==> src/include/usm_params.svh <==
// constants for the serial unit in master spi operation
`ifndef USM_PARAMS_SVH
`define USM_PARAMS_SVH
`define USM_FRAME_BITS     4'd8
`define USM_DIV_RESET      12'h0000
`define USM_MODE_SPI       2'h3
`define USM_CLK_NS         25
`define USM_FIFO_DEPTH     4
`endif

==> src/include/usm_pkg.sv <==
// types shared by the serial unit in master spi operation
`default_nettype none
package usm_pkg;
   typedef enum logic [1:0] {
      USM_IDLE,
      USM_LEAD,
      USM_TRAIL
   } usm_state_t;
   typedef struct packed {
      logic       clockPolarity;
      logic       clockPhase;
      logic       lsbFirst;
   } usm_format_t;
endpackage
`default_nettype wire

==> src/usm_fifo.sv <==
// small valid/ready fifo for received bytes
`default_nettype none
module usm_fifo #(
   parameter int WIDTH = 8,
   parameter int DEPTH = 4
) (
   input  wire logic             clock,
   input  wire logic             nrst,
   input  wire logic             flush,
   input  wire logic [WIDTH-1:0] inData,
   input  wire logic             inValid,
   output logic                  inReady,
   output logic [WIDTH-1:0]      outData,
   output logic                  outValid,
   input  wire logic             outReady
);
   localparam int AW = $clog2(DEPTH);
   logic [WIDTH-1:0] mem [DEPTH];
   logic [AW-1:0]    wrPtr_reg;
   logic [AW-1:0]    rdPtr_reg;
   logic [AW:0]      count_reg;
   wire              doWrite = inValid && inReady;
   wire              doRead  = outValid && outReady;
   assign inReady  = (count_reg != DEPTH[AW:0]);
   assign outValid = (count_reg != '0);
   assign outData  = mem[rdPtr_reg];
   always_ff @(posedge clock) begin
      if (doWrite) begin
         mem[wrPtr_reg] <= inData;
      end
   end
   always_ff @(posedge clock or negedge nrst) begin
      if (!nrst) begin
         wrPtr_reg <= '0;
         rdPtr_reg <= '0;
         count_reg <= '0;
      end else if (flush) begin
         wrPtr_reg <= '0;
         rdPtr_reg <= '0;
         count_reg <= '0;
      end else begin
         if (doWrite) wrPtr_reg <= wrPtr_reg + 1'b1;
         if (doRead) rdPtr_reg <= rdPtr_reg + 1'b1;
         count_reg <= count_reg + (AW+1)'(doWrite) - (AW+1)'(doRead);
      end
   end
endmodule
`default_nettype wire

==> src/usm_spi_master.sv <==
// serial unit running as a full-duplex spi master
// How it works
// - spi master behaviour only when both mode select bits are one
// - one transfer controller drives shifters and buffers; the baud generator runs free of it
// - same ports and flags as the serial mode, only bit meanings differ
// - transfer clock is system clock over two times (divisor plus one)
// - divisor zero gives half the system clock
// - polarity and phase pick one of four sample/setup edge modes
// - data driven and sampled on opposite transfer clock edges
// - eight data bits per frame, msb or lsb first
// - one bit order setting serves receive and transmit paths
// - after a frame start next queued byte or rest data line high
// - double buffered transmit, complete flag only after both bytes leave
// - receiver needs transmitter; transmitter may run alone
// - baud divisor resets to zero
// - writing the data buffer starts a transfer once shifter is free
// - frame error, overrun and parity flags read as zero
// - on receive overflow the newest byte is dropped
`default_nettype none
`include "usm_params.svh"
module usm_spi_master
   import usm_pkg::*;
#(
   parameter int DIV_WIDTH  = 12,
   parameter int RX_DEPTH   = `USM_FIFO_DEPTH
) (
   input  wire logic                 clock,
   input  wire logic                 nrst,
   input  wire logic [1:0]           operatingModeSelect,
   input  wire usm_format_t          format,
   input  wire logic                 transmitterEnable,
   input  wire logic                 receiverEnable,
   input  wire logic                 baudDivisorWrite,
   input  wire logic [DIV_WIDTH-1:0] baudDivisorIn,
   input  wire logic                 dataWrite,
   input  wire logic [7:0]           dataIn,
   input  wire logic                 dataRead,
   input  wire logic                 txCompleteClear,
   input  wire logic                 dataInput,
   output logic                      transferClock,
   output logic                      dataOutput,
   output logic                      dataOutputEnable,
   output logic [7:0]                dataOut,
   output logic                      receiveCompleteFlag,
   output logic                      transmitCompleteFlag,
   output logic                      dataRegisterEmpty,
   output logic                      frameErrorFlag,
   output logic                      dataOverrunFlag,
   output logic                      parityErrorFlag,
   output logic [DIV_WIDTH-1:0]      baudDivisor
);
   // ---------------------------------------------------------------
   // mode and enables
   // ---------------------------------------------------------------
   wire spiActive = (operatingModeSelect == `USM_MODE_SPI) && transmitterEnable;
   wire rxActive  = spiActive && receiverEnable;

   // ---------------------------------------------------------------
   // baud generator
   // ---------------------------------------------------------------
   logic [DIV_WIDTH-1:0] baudDivisor_reg;
   logic [DIV_WIDTH-1:0] baudCount_reg;
   wire                  halfTick = (baudCount_reg == '0);
   always_ff @(posedge clock or negedge nrst) begin
      if (!nrst) begin
         baudDivisor_reg <= `USM_DIV_RESET;
      end else if (baudDivisorWrite) begin
         baudDivisor_reg <= baudDivisorIn;
      end
   end
   // one half period lasts divisor plus one system clocks
   // free-running while idle, so the idle stretch before a frame may be short
   always_ff @(posedge clock or negedge nrst) begin
      if (!nrst) begin
         baudCount_reg <= '0;
      end else if (!spiActive || halfTick) begin
         baudCount_reg <= baudDivisor_reg;
      end else begin
         baudCount_reg <= baudCount_reg - 1'b1;
      end
   end

   // ---------------------------------------------------------------
   // transmit buffer
   // ---------------------------------------------------------------
   logic [7:0] txBuffer_reg;
   logic       txFull_reg;
   usm_state_t state_reg;
   usm_state_t state_next;
   logic [3:0] bitCount_reg;
   logic [7:0] txShift_reg;
   logic [7:0] rxShift_reg;
   wire        frameStart = spiActive && (state_reg == USM_IDLE) && txFull_reg;
   wire        lastTrail  = (state_reg == USM_TRAIL) && halfTick
                            && (bitCount_reg == `USM_FRAME_BITS - 4'd1);
   // a frame may reload directly from the buffer on its last edge
   wire        reload     = lastTrail && txFull_reg;
   wire        takeBuffer = frameStart || reload;
   always_ff @(posedge clock or negedge nrst) begin
      if (!nrst) begin
         txFull_reg   <= 1'b0;
         txBuffer_reg <= 8'h00;
      end else if (!spiActive) begin
         txFull_reg <= 1'b0;
      end else if (dataWrite && !txFull_reg) begin
         txFull_reg   <= 1'b1;
         txBuffer_reg <= dataIn;
      end else if (takeBuffer) begin
         txFull_reg <= 1'b0;
      end
   end

   // ---------------------------------------------------------------
   // transfer controller
   // ---------------------------------------------------------------
   always_comb begin
      state_next = state_reg;
      case (state_reg)
         USM_IDLE: begin
            if (frameStart) state_next = USM_LEAD;
         end
         USM_LEAD: begin
            if (halfTick) state_next = USM_TRAIL;
         end
         USM_TRAIL: begin
            if (halfTick) begin
               if (bitCount_reg != `USM_FRAME_BITS - 4'd1 || txFull_reg) begin
                  state_next = USM_LEAD;
               end else begin
                  state_next = USM_IDLE;
               end
            end
         end
         default: state_next = USM_IDLE;
      endcase
      if (!spiActive) state_next = USM_IDLE;
   end

   // bit order applies to both shifters
   wire [7:0] loadByte  = txFull_reg ? txBuffer_reg : 8'h00;
   wire [7:0] txShifted = format.lsbFirst ? {1'b1, txShift_reg[7:1]}
                                          : {txShift_reg[6:0], 1'b1};
   wire [7:0] rxShifted = format.lsbFirst ? {dataInput, rxShift_reg[7:1]}
                                          : {rxShift_reg[6:0], dataInput};
   // phase 0 samples on leading edge, phase 1 on trailing edge
   wire       leadEdge   = (state_reg == USM_LEAD) && halfTick;
   wire       trailEdge  = (state_reg == USM_TRAIL) && halfTick;
   wire       sampleEdge = format.clockPhase ? trailEdge : leadEdge;
   wire       setupEdge  = format.clockPhase ? leadEdge : trailEdge;
   logic      pendingSetup_reg;
   // pin follows the shifter's next value, so it moves with the setup edge
   wire [7:0] txShiftNext = takeBuffer ? loadByte
                          : (setupEdge && !pendingSetup_reg) ? txShifted
                          : txShift_reg;
   wire       txBit       = format.lsbFirst ? txShiftNext[0] : txShiftNext[7];

   always_ff @(posedge clock or negedge nrst) begin
      if (!nrst) begin
         state_reg <= USM_IDLE;
      end else begin
         state_reg <= state_next;
      end
   end
   always_ff @(posedge clock or negedge nrst) begin
      if (!nrst) begin
         bitCount_reg <= 4'd0;
      end else if (takeBuffer) begin
         bitCount_reg <= 4'd0;
      end else if (trailEdge) begin
         bitCount_reg <= bitCount_reg + 4'd1;
      end
   end
   // phase 1 drives the first bit on the first leading edge, so hold it back
   always_ff @(posedge clock or negedge nrst) begin
      if (!nrst) begin
         txShift_reg      <= 8'hFF;
         pendingSetup_reg <= 1'b0;
      end else if (takeBuffer) begin
         txShift_reg      <= loadByte;
         pendingSetup_reg <= format.clockPhase;
      end else if (setupEdge && pendingSetup_reg) begin
         pendingSetup_reg <= 1'b0;
      end else if (setupEdge) begin
         txShift_reg <= txShifted;
      end
   end
   always_ff @(posedge clock or negedge nrst) begin
      if (!nrst) begin
         rxShift_reg <= 8'h00;
      end else if (sampleEdge) begin
         rxShift_reg <= rxShifted;
      end
   end

   // ---------------------------------------------------------------
   // receive path and flags
   // ---------------------------------------------------------------
   logic       frameDone_reg;
   logic       rxReady;
   logic       rxValid;
   logic [7:0] rxHead;
   always_ff @(posedge clock or negedge nrst) begin
      if (!nrst) begin
         frameDone_reg <= 1'b0;
      end else begin
         frameDone_reg <= lastTrail && spiActive;
      end
   end
   // a full fifo refuses the new byte, so older data survive
   usm_fifo #(
      .WIDTH (8),
      .DEPTH (RX_DEPTH)
   ) rxFifo (
      .clock    (clock),
      .nrst     (nrst),
      .flush    (!rxActive),
      .inData   (rxShift_reg),
      .inValid  (frameDone_reg && rxActive),
      .inReady  (rxReady),
      .outData  (rxHead),
      .outValid (rxValid),
      .outReady (dataRead)
   );

   logic txComplete_reg;
   wire  allSent = lastTrail && !txFull_reg && spiActive;
   always_ff @(posedge clock or negedge nrst) begin
      if (!nrst) begin
         txComplete_reg <= 1'b0;
      end else if (allSent) begin
         txComplete_reg <= 1'b1; // set wins over clear
      end else if (txCompleteClear) begin
         txComplete_reg <= 1'b0;
      end
   end

   // ---------------------------------------------------------------
   // registered outputs
   // ---------------------------------------------------------------
   wire clockNext = (state_next == USM_TRAIL) ? ~format.clockPolarity
                                              : format.clockPolarity;
   // hold the pin across a sample edge so the slave never latches a moving bit
   wire txBitNext = sampleEdge ? dataOutput
                  : (state_next == USM_IDLE) ? 1'b1 : txBit;
   always_ff @(posedge clock or negedge nrst) begin
      if (!nrst) begin
         transferClock    <= 1'b0;
         dataOutput       <= 1'b1;
         dataOutputEnable <= 1'b0;
      end else begin
         transferClock    <= clockNext;
         dataOutput       <= txBitNext;
         dataOutputEnable <= spiActive;
      end
   end
   always_ff @(posedge clock or negedge nrst) begin
      if (!nrst) begin
         dataOut             <= 8'h00;
         receiveCompleteFlag <= 1'b0;
      end else begin
         dataOut             <= rxHead;
         receiveCompleteFlag <= rxValid;
      end
   end
   // status flags lag the internal state by one cycle
   always_ff @(posedge clock or negedge nrst) begin
      if (!nrst) begin
         transmitCompleteFlag <= 1'b0;
         dataRegisterEmpty    <= 1'b1;
      end else begin
         transmitCompleteFlag <= txComplete_reg;
         dataRegisterEmpty    <= !txFull_reg;
      end
   end
   // no framing or parity in this mode, so these never set
   always_ff @(posedge clock or negedge nrst) begin
      if (!nrst) begin
         frameErrorFlag  <= 1'b0;
         dataOverrunFlag <= 1'b0;
         parityErrorFlag <= 1'b0;
      end else begin
         frameErrorFlag  <= 1'b0;
         dataOverrunFlag <= 1'b0;
         parityErrorFlag <= 1'b0;
      end
   end
   always_ff @(posedge clock or negedge nrst) begin
      if (!nrst) begin
         baudDivisor <= `USM_DIV_RESET;
      end else begin
         baudDivisor <= baudDivisor_reg;
      end
   end
   wire unusedReady = rxReady;
endmodule
`default_nettype wire

==> config.mk <==
export PLATFORM = sky130hd
export DESIGN_NAME = usm_spi_master
export DESIGN_NICKNAME = d
export VERILOG_FILES = /design/src/include/usm_pkg.sv /design/src/usm_fifo.sv /design/src/usm_spi_master.sv
export VERILOG_INCLUDE_DIRS = /design/src /design/src/include
export SDC_FILE = /design/constraint.sdc
export NUM_CORES = 1
export LEC_CHECK = 0
export ABC_AREA = 0
export BUFFER_PORTS_ARGS = -buffer_cell sky130_fd_sc_hd__clkbuf_2
export CORE_UTILIZATION = 55
export DETAILED_ROUTE_END_ITERATION = 16
export PLACE_DENSITY = 0.73
export SLEW_MARGIN = 20
export SYNTH_ARGS = -nofsm -noshare
export SYNTH_HDL_FRONTEND = slang
export SYNTH_SLANG_ARGS = --single-unit
==> constraint.sdc <==
create_clock -name clock -period 4.6 [get_ports clock]
set_input_delay 0.69 -clock clock [delete_from_list [all_inputs] [get_ports clock]]
set_output_delay 0.69 -clock clock [all_outputs]
set_load 0.01 [all_outputs]
==> reports/summary.txt <==
Final core occ: 66.84%
Outcome: complete, no violations
Largest net degree at the start of global routing: 50
DR vias/cell: 5.564
MaxCap Viol Count: 0
IO buf count: 59
CTS resizes: 0
Synth warn: 0
Min-delay worst type: in -> async
Clock Skews: 8.452 ps
Max FFs per register: 32
Initial antenna violation count: 0
Final HPWL DP: 5967 um
VDD IR-drop max: 247.7 uV
Critical path launch point type: register
Final period util: 63.01%
Crit path time final: 2899 ps
Hold buffer count at CTS: 0
Clk_lat worst skew: 520 ps
Routability cong.: 0.7613
Worst Setup End Kind: register
First-pass GRT wire length: 15580 um
Share of the synthesized area in the top cell type: 39.11%
Leakage: 2.616 nW
Core ar.: 0.009196 mm^2
Max FO, Critical Path: 25
Cell taking the most area after synthesis: dfrtp_1
Synth Cell Area: 0.005182 mm^2
Slowest stage delay, CP: 720 ps
CP max-delay cell: nor3_4
Number of synthesized flops with an enable pin: 32
CP startpoint: baudCount_reg[0]$_DFF_PN0_
Die height: 99.07 um
Top FF cell, synth: dfrtp_1
Post-synth cell types: 59
Tot GR Track Use: 21.11%
Fin. Hold Viols: 0
RSZ-0062 raised after global routing: no
Pwr/cell area: 446.6 mW/mm^2
Clock buffer depth: 2
Setup repair bufs after CTS: 0
Synth area leaders: dfrtp_1 (39%), edfxtp_1 (19%), dfstp_2 (5.1%)
Fmax: 345.0 MHz
Cts bufs inserted: 17
Setup Crit Path Kind: reg -> reg
Post-DRT Antenna Nets: 0
Initial Utilization: 56.35%
Die width: 99.07 um
ANT cells: 0
Total number of vias: 3177
Top-level I/O count: 63
Rows: 35
Sequential area share after synthesis: 62.72%
CP arrival: 3360 ps
Die area: 0.009815 mm^2
TritonCTS clock tree: done
GRT overflow: 0
Filler instances: 669
Mean routed wirelength per cell: 16.39 um
Crit-path cells: inv_1 -> ha_1 -> or4b_4 -> nor3_4 -> a31oi_1 -> nor3_2 -> o22a_1
Fin Setup TNS: 0 ps
Clk root buf: clkbuf_8
Nets: 490
Initial DRC count: 260
1st-pass router iterations: 4
Area Overhead vs Synth: 18.61%
WP data required: 5060 ps
DRC: 0
H-Tree Depth: 4
Yosys reg bits: 123
Clk sinks: 123
Cells after synthesis: 383
Share of cells above drive strength 1: 31.09%
Setup-failing EPs final: 0
Slew HR: 45.72%
Total Wirelength: 9361 um
Buf+Inv Stages, Crit Path: 1
Post-Syn Area per Cell: 13.53 um^2
Async SR Flop Fraction: 73.98%
Max-slew violations: 0
Delay-heaviest family, CP: simple AND/OR/NAND/NOR gates
Worst r2r src: baudCount_reg[0]$_DFF_PN0_
Vias in the first global route: 3170
Worst Max-Slew Pin Slew: 811.6 ps
Clock Pin Slew Worst Setup and Hold Paths: 60 ps
## worst paths after layout
kind                                             endpoint  slack (ps)  cells after the start
min in group clock         baudDivisor_reg[0]$_DFFE_PN0P_         400                      2
max in group asynchronous          dataOutput$_DFFE_PN1N_        3430                      2
min reg2reg                transmitCompleteFlag$_DFF_PN0_         400                      0
min                             baudDivisor[11]$_DFF_PN0_         180                      1
max                          pendingSetup_reg$_DFFE_PN0P_        1700                      7
max reg2reg                  pendingSetup_reg$_DFFE_PN0P_        1700                      7
## through the flow
| stage | setup slack [ps] | hold slack, ps | cell area [um^2] | std cells | power (mW) |
|---|---|---|---|---|---|
| floorplan | 2041 | 354.8 | 5190 | 385 | 1.383 |
| global placement | 1784 | 365.8 | 5548 | 539 | 1.448 |
| detailed placement | 1653 | 369.0 | 5548 | 539 | 1.458 |
| CTS | 1699 | 195.1 | 6137 | 571 | 2.770 |
| global route | 1410 | 229.2 | 6147 | 571 | 2.845 |
| finish | 1701 | 184.0 | 6147 | 571 | 2.746 |
## Yosys cell counts, types with 2 or more instances
cell type,n
o31ai_1,3
mux2_2,21
a22o_1,2
ha_1,8
inv_1,11
nor2_1,25
dfstp_2,10
or4_1,2
nor4_1,2
nand2b_1,2
dfrtp_1,81
edfxtp_1,32
a21oi_1,15
nand3_1,3
and2_1,5
and3_1,3
buf_1,3
o21ai_0,19
mux2i_1,16
buf_2,3
a31oi_1,10
buf_4,3
nand2_1,29
or3_1,2
clkbuf_1,7
mux4_2,8
xor2_1,7
xnor2_1,9
nand3b_1,5
mux2_1,7
nand4_1,2
## area by class of cell
class                   instances  area [um^2]  share of cell area (%)
flip-flops and latches        123         3251                   52.88
multi-input cells             233         1818                   29.57
clock buffers                  18        439.2                   7.144
repair buffers                 60        305.3                   4.966
clock inverters                14        150.1                   2.442
well taps                     111        138.9                   2.259
inverters                      12        45.04                  0.7327
## cell usage in the layout (no fill, tap or decap), types with 2 or more instances in the layout
master,n
o21ai_0,19
xnor2_1,9
clkbuf_2,58
dfrtp_1,81
or4_1,2
o31ai_1,3
buf_4,2
inv_8,4
nand4_1,2
nand3_1,3
nand2_1,29
ha_1,8
edfxtp_1,32
conb_1,3
mux2i_1,16
mux2_2,21
a22o_1,2
mux2_1,7
nand3b_1,5
xor2_1,7
a31oi_1,10
mux4_2,8
nand2b_1,2
nor2_1,25
inv_6,5
clkbuf_16,17
dfstp_2,10
a21oi_1,14
inv_1,11
and2_1,5
and3_1,3
nor4_1,2
or3_1,2
clkinvlp_4,3
## metal layers
metal  global-route usage (%)  wire [um]  vias to the layer above
met5                        0          0                        -
met4                    7.805        138                        0
met2                    33.73       4457                       76
li1                         -          -                     1510
met1                    27.77       4411                     1579
met3                    5.957        353                       12
## power breakdown
| group | switching [mW] | internal (mW) |
|---|---|---|
| logic | 0.0941 | 0.0918 |
| clock network | 0.533 | 0.772 |
| registers | 0.0576 | 1.20 |
## kinds of logic (layout without fill, tap and decap cells)
logic type	after synthesis	in the layout	share of synthesized area (%)
flip-flops	123	123	62.72
AND/OR/NAND/NOR	93	93	9.609
AO/OA/AOI/OAI	60	60	7.388
multiplexers	52	52	12.65
buffers and inverters	29	104	2.535
XOR/XNOR	16	16	2.704
adder cells (fa/ha/maj)	9	9	2.318
other	1	3	0.07236
## worst register-to-register path, cell delays in order (launching register included)
cell and delay, ps:
dfrtp_1 410, inv_1 70, ha_1 220, or4b_4 560
nor3_4 720, a31oi_1 260, nor3_2 370, o22a_1 210
No activity file was read; power rests on OpenSTA's default activity.
